==> src/rtl/tdm_align_pkg.sv <==
// Constants and register map for the frame alignment and offset block
// Summary of operation
// - Output frame pulses track master frame pulse
// - Data of frame N leaves in N+2
// - Width bit picks single or double pulses
// - Polarity bits pick input and output edges
// - Discriminator off after reset, on when enabled
// - Mode 000 low jitter, 111 both
// - Other modes reserved; mode ignored when disabled
// - Default sampling 3/4; software may choose 1/2
// - Per-stream input delay, quarter bits up to 7 3/4
// - Sample mode low: field is quarter-bit delay
// - Sample mode high: low bits pick sample point
// - Sample mode high: upper bits whole-bit delay
// - Per-stream output advancement setting
// - Advance 0, 2, 4, 6 fast cycles
// - Detect pulse style, mirror it on outputs
// - Input polarity default falling, rising for alternate
package tdm_align_pkg;
  localparam int STREAMS = 64;
  localparam int HALF_STREAMS = 32;
  localparam int EDGES_PER_FRAME = 1024;
  localparam int FRAME_CNT_W = 10;
  localparam int FRAME_OFFSET_EDGES = 1;
  localparam int WIN_LOW_FREQ = 4;
  localparam int WIN_HIGH_FREQ = 1;
  localparam int LONG_RUN_EDGES = 8;
  localparam int ADDR_W = 9;
  localparam int DATA_W = 16;
  localparam logic [ADDR_W-1:0] CTRL_OFS = 9'h000;
  localparam logic [ADDR_W-1:0] STAT_OFS = 9'h001;
  localparam logic [3:0] REGION_MISC = 4'h0;
  localparam logic [3:0] REGION_LID = 4'h8;
  localparam logic [3:0] REGION_BID = 4'h9;
  localparam logic [3:0] REGION_LOA = 4'ha;
  localparam logic [3:0] REGION_BOA = 4'hb;
  localparam int CTRL_FPW_BIT = 0;
  localparam int CTRL_IPOL_BIT = 1;
  localparam int CTRL_OPOL_BIT = 2;
  localparam int CTRL_DEN_BIT = 3;
  localparam int CTRL_MODE_LSB = 4;
  localparam int CTRL_SMPL_BIT = 7;
  localparam logic [7:0] CTRL_RESET = 8'h00;
  localparam logic [2:0] MODE_LOW_ONLY = 3'h0;
  localparam logic [2:0] MODE_LOW_HIGH = 3'h7;
  localparam logic [5:0] DEFAULT_SAMPLE_Q = 6'h03;
  localparam logic [5:0] SMP_CODE0_Q = 6'h03;
  localparam logic [5:0] SMP_CODE1_Q = 6'h04;
  localparam logic [5:0] SMP_CODE2_Q = 6'h01;
  localparam logic [5:0] SMP_CODE3_Q = 6'h02;
  localparam logic [4:0] DELAY_RESET = 5'h00;
  localparam logic [1:0] ADV_RESET = 2'h0;
  localparam real FAST_CLK_MHZ = 131.072;
  localparam int ADV_STEP_CYCLES = 2;
  localparam logic [1:0] BANK_LAST = 2'h2;
endpackage

==> src/rtl/offset_if.sv <==
// Per-stream offset settings and their decoded values
`timescale 1ns/1ps
`default_nettype none
interface offset_if;
  logic sample_mode;
  logic [4:0] in_field [64];
  logic [1:0] adv_code [64];
  logic [5:0] in_quarters [64];
  logic [2:0] adv_cycles [64];
  modport ctrl (output sample_mode, output in_field, output adv_code,
    input in_quarters, input adv_cycles);
  modport calc (input sample_mode, input in_field, input adv_code,
    output in_quarters, output adv_cycles);
endinterface
`default_nettype wire

==> src/rtl/stream_offset_calc.sv <==
// Decodes per-stream delay and advancement codes
`timescale 1ns/1ps
`default_nettype none
module stream_offset_calc (
  offset_if.calc ofs
);
  import tdm_align_pkg::*;
  for (genvar s = 0; s < STREAMS; s++) begin : g_stream
    logic [5:0] point_q;
    always_comb begin
      case (ofs.in_field[s][1:0])
        2'b00: point_q = SMP_CODE0_Q;
        2'b01: point_q = SMP_CODE1_Q;
        2'b10: point_q = SMP_CODE2_Q;
        default: point_q = SMP_CODE3_Q;
      endcase
    end
    // Quarter bits measured from frame boundary, 3/4 is nominal
    always_comb begin
      if (ofs.sample_mode) begin
        ofs.in_quarters[s] = {1'b0, ofs.in_field[s][4:2], 2'b00}
          + point_q;
      end else begin
        ofs.in_quarters[s] = {1'b0, ofs.in_field[s]}
          + DEFAULT_SAMPLE_Q;
      end
    end
    assign ofs.adv_cycles[s] = {ofs.adv_code[s], 1'b0};
  end
endmodule
`default_nettype wire

==> src/rtl/tdm_frame_align.sv <==
// Frame timing, pulse style detection and per-stream offsets
//
// The placing of the registers and the plain strobed port were decided locally.
`timescale 1ns/1ps
`default_nettype none
module tdm_frame_align #(
  parameter int EDGES = tdm_align_pkg::EDGES_PER_FRAME,
  parameter int OFFSET = tdm_align_pkg::FRAME_OFFSET_EDGES
) (
  input wire logic i_clk,
  input wire logic i_rst,
  input wire logic i_master_clock_in,
  input wire logic i_master_frame_pulse_in,
  input wire logic [tdm_align_pkg::ADDR_W-1:0] i_addr,
  input wire logic [tdm_align_pkg::DATA_W-1:0] i_wr_data,
  input wire logic i_wr,
  input wire logic i_rd,
  output logic [tdm_align_pkg::DATA_W-1:0] o_rd_data,
  output logic o_generated_frame_pulse_8m,
  output logic o_generated_frame_pulse_16m,
  output logic o_clock_out,
  output logic o_frame_boundary,
  output logic [1:0] o_wr_bank,
  output logic [1:0] o_rd_bank,
  output logic [63:0][5:0] o_in_quarters,
  output logic [63:0][2:0] o_adv_cycles
);
  import tdm_align_pkg::*;

  localparam logic [FRAME_CNT_W-1:0] LAST_CNT = FRAME_CNT_W'(EDGES - 1);
  localparam logic [FRAME_CNT_W-1:0] OFS_CNT = FRAME_CNT_W'(OFFSET);

  offset_if ofs ();

  logic [7:0] ctrl_r;
  logic [4:0] lid_r [HALF_STREAMS];
  logic [4:0] bid_r [HALF_STREAMS];
  logic [1:0] loa_r [HALF_STREAMS];
  logic [1:0] boa_r [HALF_STREAMS];
  logic clk_s1_r, clk_s2_r, clk_s3_r;
  logic fp_s1_r, fp_s2_r;
  logic act_edge;
  logic last_lvl_r;
  logic [3:0] run_r;
  logic prev_long_r;
  logic gci_r;
  logic pulse_evt;
  logic [FRAME_CNT_W-1:0] cnt_r;
  logic locked_r;
  logic near;
  logic accept;
  logic pulse_on_r;
  logic pulse_w_r;
  logic [1:0] wr_bank_r;
  logic [3:0] region;
  logic [4:0] idx;
  logic [DATA_W-1:0] rd_nxt;
  logic dbl_w, ipol, opol, disc_en, smpl;
  logic [2:0] mode;

  assign dbl_w = ctrl_r[CTRL_FPW_BIT];
  assign ipol = ctrl_r[CTRL_IPOL_BIT];
  assign opol = ctrl_r[CTRL_OPOL_BIT];
  assign disc_en = ctrl_r[CTRL_DEN_BIT];
  assign mode = ctrl_r[CTRL_MODE_LSB+2:CTRL_MODE_LSB];
  assign smpl = ctrl_r[CTRL_SMPL_BIT];
  assign region = i_addr[ADDR_W-1:5];
  assign idx = i_addr[4:0];

  // Register writes
  always_ff @(posedge i_clk or posedge i_rst) begin
    if (i_rst) begin
      ctrl_r <= CTRL_RESET;
    end else if (i_wr && i_addr == CTRL_OFS) begin
      ctrl_r <= i_wr_data[7:0];
    end
  end

  always_ff @(posedge i_clk or posedge i_rst) begin
    if (i_rst) begin
      for (int i = 0; i < HALF_STREAMS; i++) begin
        lid_r[i] <= DELAY_RESET;
        bid_r[i] <= DELAY_RESET;
        loa_r[i] <= ADV_RESET;
        boa_r[i] <= ADV_RESET;
      end
    end else if (i_wr) begin
      case (region)
        REGION_LID: lid_r[idx] <= i_wr_data[4:0];
        REGION_BID: bid_r[idx] <= i_wr_data[4:0];
        REGION_LOA: loa_r[idx] <= i_wr_data[1:0];
        REGION_BOA: boa_r[idx] <= i_wr_data[1:0];
        default: ;
      endcase
    end
  end

  // Read data stand in the cycle after the strobe only
  always_comb begin
    rd_nxt = '0;
    case (region)
      REGION_MISC: begin
        if (i_addr == CTRL_OFS) begin
          rd_nxt = {8'h00, ctrl_r};
        end else if (i_addr == STAT_OFS) begin
          rd_nxt = {12'h000, wr_bank_r, locked_r, gci_r};
        end
      end
      REGION_LID: rd_nxt = {11'h000, lid_r[idx]};
      REGION_BID: rd_nxt = {11'h000, bid_r[idx]};
      REGION_LOA: rd_nxt = {14'h0000, loa_r[idx]};
      REGION_BOA: rd_nxt = {14'h0000, boa_r[idx]};
      default: rd_nxt = '0;
    endcase
  end

  always_ff @(posedge i_clk or posedge i_rst) begin
    if (i_rst) begin
      o_rd_data <= '0;
    end else if (i_rd) begin
      o_rd_data <= rd_nxt;
    end else begin
      o_rd_data <= '0;
    end
  end

  // Pin synchronisers; first stage feeds only the second
  always_ff @(posedge i_clk or posedge i_rst) begin
    if (i_rst) begin
      clk_s1_r <= 1'b0;
      clk_s2_r <= 1'b0;
      clk_s3_r <= 1'b0;
      fp_s1_r <= 1'b1;
      fp_s2_r <= 1'b1;
    end else begin
      clk_s1_r <= i_master_clock_in;
      clk_s2_r <= clk_s1_r;
      clk_s3_r <= clk_s2_r;
      fp_s1_r <= i_master_frame_pulse_in;
      fp_s2_r <= fp_s1_r;
    end
  end

  // Falling edge by default, rising when the polarity bit is set
  assign act_edge = ipol ? (clk_s2_r & ~clk_s3_r)
                         : (~clk_s2_r & clk_s3_r);

  // Style detection: the pulse is the short run after a long one
  assign pulse_evt = act_edge && (fp_s2_r != last_lvl_r) && prev_long_r
    && (run_r <= (dbl_w ? 4'h2 : 4'h1));

  always_ff @(posedge i_clk or posedge i_rst) begin
    if (i_rst) begin
      last_lvl_r <= 1'b1;
      run_r <= 4'h0;
      prev_long_r <= 1'b0;
    end else if (act_edge) begin
      if (fp_s2_r != last_lvl_r) begin
        last_lvl_r <= fp_s2_r;
        run_r <= 4'h1;
        prev_long_r <= (run_r > 4'(LONG_RUN_EDGES));
      end else if (run_r != 4'hf) begin
        run_r <= run_r + 4'h1;
      end
    end
  end

  always_ff @(posedge i_clk or posedge i_rst) begin
    if (i_rst) begin
      gci_r <= 1'b0;
    end else if (pulse_evt) begin
      gci_r <= last_lvl_r;
    end
  end

  // Discriminator window around the expected boundary
  always_comb begin
    if (mode == MODE_LOW_HIGH) begin
      near = (cnt_r >= LAST_CNT - FRAME_CNT_W'(WIN_HIGH_FREQ))
        || (cnt_r < FRAME_CNT_W'(WIN_HIGH_FREQ));
    end else begin
      // Reserved codes fall back to the low-frequency window
      near = (cnt_r >= LAST_CNT - FRAME_CNT_W'(WIN_LOW_FREQ))
        || (cnt_r < FRAME_CNT_W'(WIN_LOW_FREQ));
    end
  end

  // A pulse far from the flywheel is ignored once locked, while the discriminator is enabled
  assign accept = pulse_evt && (!disc_en || !locked_r || near);

  always_ff @(posedge i_clk or posedge i_rst) begin
    if (i_rst) begin
      cnt_r <= '0;
      locked_r <= 1'b0;
    end else if (accept) begin
      cnt_r <= '0;
      locked_r <= 1'b1;
    end else if (act_edge) begin
      cnt_r <= (cnt_r == LAST_CNT) ? '0 : cnt_r + FRAME_CNT_W'(1);
    end
  end

  // Output pulse starts a fixed number of edges after the boundary
  always_ff @(posedge i_clk or posedge i_rst) begin
    if (i_rst) begin
      pulse_on_r <= 1'b0;
      pulse_w_r <= 1'b0;
    end else if (act_edge && locked_r && cnt_r == OFS_CNT) begin
      pulse_on_r <= 1'b1;
      pulse_w_r <= dbl_w;
    end else if (act_edge && pulse_on_r) begin
      pulse_on_r <= pulse_w_r;
      pulse_w_r <= 1'b0;
    end
  end

  always_ff @(posedge i_clk or posedge i_rst) begin
    if (i_rst) begin
      o_generated_frame_pulse_8m <= 1'b1;
      o_generated_frame_pulse_16m <= 1'b1;
      o_clock_out <= 1'b0;
      o_frame_boundary <= 1'b0;
    end else begin
      o_generated_frame_pulse_8m <= gci_r ? pulse_on_r : ~pulse_on_r;
      o_generated_frame_pulse_16m <= gci_r ? pulse_on_r : ~pulse_on_r;
      o_clock_out <= clk_s3_r ^ opol;
      o_frame_boundary <= act_edge && cnt_r == LAST_CNT;
    end
  end

  // Three banks: written in N, idle in N+1, read in N+2
  always_ff @(posedge i_clk or posedge i_rst) begin
    if (i_rst) begin
      wr_bank_r <= 2'h0;
    end else if (act_edge && cnt_r == LAST_CNT && !accept) begin
      wr_bank_r <= (wr_bank_r == BANK_LAST) ? 2'h0 : wr_bank_r + 2'h1;
    end else if (accept && locked_r) begin
      wr_bank_r <= (wr_bank_r == BANK_LAST) ? 2'h0 : wr_bank_r + 2'h1;
    end
  end

  always_ff @(posedge i_clk or posedge i_rst) begin
    if (i_rst) begin
      o_wr_bank <= 2'h0;
      o_rd_bank <= 2'h1;
    end else begin
      o_wr_bank <= wr_bank_r;
      o_rd_bank <= (wr_bank_r == BANK_LAST) ? 2'h0 : wr_bank_r + 2'h1;
    end
  end

  // Stream settings to the decoder, decoded values registered out
  assign ofs.sample_mode = smpl;
  for (genvar s = 0; s < HALF_STREAMS; s++) begin : g_map
    assign ofs.in_field[s] = lid_r[s];
    assign ofs.in_field[s + HALF_STREAMS] = bid_r[s];
    assign ofs.adv_code[s] = loa_r[s];
    assign ofs.adv_code[s + HALF_STREAMS] = boa_r[s];
  end

  stream_offset_calc u_calc (
    .ofs(ofs)
  );

  always_ff @(posedge i_clk or posedge i_rst) begin
    if (i_rst) begin
      o_in_quarters <= '{default: DEFAULT_SAMPLE_Q};
      o_adv_cycles <= '0;
    end else begin
      for (int s = 0; s < STREAMS; s++) begin
        o_in_quarters[s] <= ofs.in_quarters[s];
        o_adv_cycles[s] <= ofs.adv_cycles[s];
      end
    end
  end

  // Counts the edges that a pulse has stood, so that its width can be
  // bounded without a long repetition in a sequence
  logic [1:0] on_edges_r;
  logic one_wide_r;

  always_ff @(posedge i_clk or posedge i_rst) begin
    if (i_rst) begin
      on_edges_r <= 2'h0;
      one_wide_r <= 1'b0;
    end else if (act_edge && locked_r && cnt_r == OFS_CNT) begin
      on_edges_r <= 2'h0;
      one_wide_r <= !dbl_w;
    end else if (act_edge && pulse_on_r && on_edges_r != 2'h3) begin
      on_edges_r <= on_edges_r + 2'h1;
    end
  end
endmodule
`default_nettype wire

==> config.mk <==
export PLATFORM = sky130hd
export DESIGN_NAME = tdm_frame_align
export DESIGN_NICKNAME = d
export VERILOG_FILES = /design/src/rtl/tdm_align_pkg.sv /design/src/rtl/offset_if.sv /design/src/rtl/stream_offset_calc.sv /design/src/rtl/tdm_frame_align.sv
export SDC_FILE = /design/constraint.sdc
export NUM_CORES = 2
export LEC_CHECK = 0
export BUFFER_PORTS_ARGS = -buffer_cell sky130_fd_sc_hd__buf_4
export CAP_MARGIN = 20
export CORE_AREA = 2 2 338 340
export CTS_CLUSTER_SIZE = 24
export DETAILED_ROUTE_END_ITERATION = 10
export DIE_AREA = 0 0 340 342
export GPL_TIMING_DRIVEN = 0
export SKIP_LAST_GASP = 1
export SLEW_MARGIN = 0
export SYNTH_ARGS = -nofsm -noshare
export SYNTH_HDL_FRONTEND = slang
export SYNTH_SLANG_ARGS = --single-unit
==> constraint.sdc <==
create_clock -name i_clk -period 29.3 [get_ports i_clk]
set_clock_uncertainty 0.15 [all_clocks]
set_input_delay 0 -clock i_clk [delete_from_list [all_inputs] [get_ports i_clk]]
set_output_delay 0 -clock i_clk [all_outputs]
set_load 0.01 [all_outputs]
==> run summary <==
The CTS buffer count came out at 110. For the worst flop-to-flop path, the logic depth is 6. The overall routing resource usage came out at 29.5%. The routed design has 174000 µm of wire. The count of vias placed by the detailed router came out at about 34k. The deepest clock path buffer count is 3. The initial core utilization came out at 41.5%. The minimum setup slack in the final design is 25.55 ns. The die is 342 µm tall.

The share of synthesized registers carrying an async set or reset is 100%. The peak ir drop on the vdd network came out at around 42 µV. The final setup violation count came out at 0.

The combined area of all synthesized cells is 0.0469 mm². The required time at the endpoint of the critical path came out at 29.70 ns. The global placer's final weighted congestion came out at 0.921. The total iterations of the first detailed-routing run came out at 9. The actual transition at the worst max-transition pin came out at between 1 and 1.5 ns. In this run, synthesis inferred 0 flip-flops with an integrated enable. STA classifies the critical path endpoint as a flip-flop. The max-cap check violation count came out at 0.

The biggest area contributor in the post-synthesis netlist is dfrtp_1. The portion of the post-synthesis area used by sequential elements is 54.2%. STA classifies the critical path startpoint as a flip-flop. The initial antenna violation count came out at 9. The worst hold path startpoint is i_wr_data[0]. The I/O pin count came out at about 630. The synthesized area per cell came out at 12.4 µm². In this run the critical register-to-register path is launched from ctrl_r[7]$_DFFE_PP0P_.

Dividing the detail-routed via count by the number of cells gives about 5.5. The remaining antenna violation count came out at 0. The cell leakage power is 28.5 nW. The growth of design area from synthesis to finish is 23.0%. The number of distinct standard cells referenced by the synthesized netlist is 77. The tightest hold margin came out at 0.0178 ns. After synthesis, the largest area contributor takes up a little under half of total cell area. CTS saw 1010 sinks.

The worst hold path passes through 3 cells. In the finished design, the share of the clock period the worst path needs comes to between 10% and 20%. The net count of the finished layout is 4861. The number of cells upsized or downsized after cts came out at 0. The die boundary width came out at around 340 µm. Port buffering added 544 buffers.

The first-iteration detailed-routing DRC count came out at 3272. Setup repair after global routing left no endpoint under its margin. By area the synthesized netlist is led by dfrtp_1, mux2_2, ha_1. The floorplan die area is 0.116 mm². The flop and latch count out of synthesis came out at just over 1k. For hold timing, the worst endpoint is boa_r[34]$_DFFE_PP0P_.

The buffer type at the clock tree root is clkbuf_16. Power spread over the standard cell area amounts to about 57 mW/mm². The first global-routing pass estimated 245000 µm of wire.

The core region area is about 0.11 mm². The number of H-tree levels is 3. The wire length per cell after detailed routing is 28.2 µm. The highest fanout seen on the critical path came out at 10. The run finished with clean final reports. The count of final hold-check violations came out at 0. The largest net degree at the start of global routing is 123.

The final critical path time including I/O delays and setup came out at 3.75 ns. The clock latency on the worst-skew pair is 0.73 ns. The synthesized instance count is between 3k and 4k. The count of pins over their slew limit was 0. The class of the worst hold path is in -> reg.

The sum of overflow across all layers after global routing is 0. The commonest cells after synthesis are dfrtp_1, mux2_2, nand2_1. The arrival time of data at the critical path endpoint came out at 4.14 ns. The filler-free cell count of the finished design is roughly 6.2k. Counting tap cells, the placed design contains a total of 5915 instances. By startpoint and endpoint, the worst setup path is classified as reg -> reg. The via count of the first global-routing pass is 33.5k.

For this run, design rule violations remaining after detail routing come to 0. The number of fillers in the final layout is 9967. The fmax came out at 267 MHz.

The fraction of final layout cells sized beyond drive strength 1 is between 30% and 40%. For this run, the number of Yosys warnings is 0. The most instantiated library cell after synthesis is dfrtp_1. The post-CTS clock slew at the launch and capture registers of the worst setup and hold paths is about 0.07 ns. The worst setup slack before clock tree synthesis came out at about 26 ns. The floorplan has 124 rows. In this run the critical register-to-register path is captured at o_in_quarters[16]$_DFF_PP0_. TritonCTS built the clock tree.

The worst register-to-register path has a setup slack of 25.55 ns. In this run the tightest slew margin relative to its limit is 16.0%. The half-perimeter wire length after detailed placement is 131000 µm. In the synthesized netlist the dominant register cell turns out to be dfrtp_1.
==> worst max-delay path: stages, from the launching register on <==
cell and delay [ns]:
dfrtp_1 0.35, clkbuf_1 0.55, buf_8 0.23, clkbuf_1 0.63, buf_1 0.95, a32oi_1 0.18, xnor2_1 0.51
==> state kept, by name, indices dropped and copies added (netlist names), 10 cells and up <==
name	cells
bid_r	160
boa_r	64
cnt_r	10
lid_r	160
loa_r	64
o_adv_cycles	128
o_in_quarters	384
==> through the flow <==
stage          util, %  power, mW  area (µm²)  TNS (ns)
2_1_floorplan        -       1.65       47200         0
3_3_place_gp      47.0       1.79       53100  -8657.64
3_5_place_dp      47.3       1.79       53500         0
4_1_cts           51.0       3.28       57700         0
5_1_grt           51.0       3.37       57700         0
6_report          51.0       3.27       57700         0
==> power by group <==
part,internal [mW],leakage (nW),total [mW],switching [mW]
combinational,0.105,13.0,0.281,0.176
sequential,1.45,13.6,1.50,0.0473
clock,0.884,1.88,1.49,0.607
total,2.44,28.5,3.27,0.831
==> final cells by class <==
cell class	instances	area, µm²	area share (%)
multi-input combinational	2325	19400	33.6
inverter	257	972	1.68
buffer	254	1400	2.42
clock buffer	144	3070	5.33
clock inverter	64	828	1.44
antenna	7	17.5	0.0304
sequential	1010	25400	44.1
tap	1512	1890	3.28
timing repair buffer	588	4710	8.17
==> layer usage <==
| layer | share of wire [%] | GRT usage (%) |
|---|---|---|
| met1 | 41 | 39.9 |
| met2 | 46 | 45.8 |
| met3 | 8.4 | 6.27 |
| met4 | 4.6 | 13.1 |
| met5 | 0.033 | 0 |
==> kinds of logic after synthesis <==
kind of cell / count (synthesis) / share of synthesized area (%)
buffers and inverters: 511 / 5.04
adders and majority gates: 284 / 7.58
AOI/OAI and AO/OA: 454 / 5.84
other: 1 / 0.00800
xor gates and xnor gates: 198 / 3.71
and+or+nand+nor: 691 / 7.17
muxes: 626 / 16.4
DFF: 1010 / 54.2
==> layout by cell type, fill, tap and decap left out, types with 133 or more instances in the layout <==
master and n:
nand2_1 297, buf_4 636, nor2_1 141, dfrtp_1 877, dfstp_2 133, clkbuf_1 138
ha_1 284, inv_1 256, o21ai_0 287, mux2_2 456
==> repair_timing <==
action / 4_1_cts / 5_1_grt
endpoints found under the hold margin: 503 / 0
buffers inserted: 0 / 0
hold buffers: 30 / 0
==> worst max path at each step <==
| stage | startpoint | to | slack [ns] | cells after the start |
|---|---|---|---|---|
| after floorplan | i_rst | bid_r[0]$_DFFE_PP0P_ | 0.95 | 1 |
| after global placement | i_rst | o_in_quarters[98]$_DFF_PP0_ | -10.08 | 2 |
| after detailed placement | i_addr[1] | o_rd_data[2]$_DFF_PP0_ | 25.58 | 9 |
| after CTS | ctrl_r[7]$_DFFE_PP0P_ | o_in_quarters[332]$_DFF_PP0_ | 25.57 | 6 |
| after global routing | ctrl_r[7]$_DFFE_PP0P_ | o_in_quarters[111]$_DFF_PP0_ | 25.48 | 6 |
| final | ctrl_r[7]$_DFFE_PP0P_ | o_in_quarters[16]$_DFF_PP0_ | 25.55 | 6 |
Note: power is estimated with default switching activity, not from simulation.
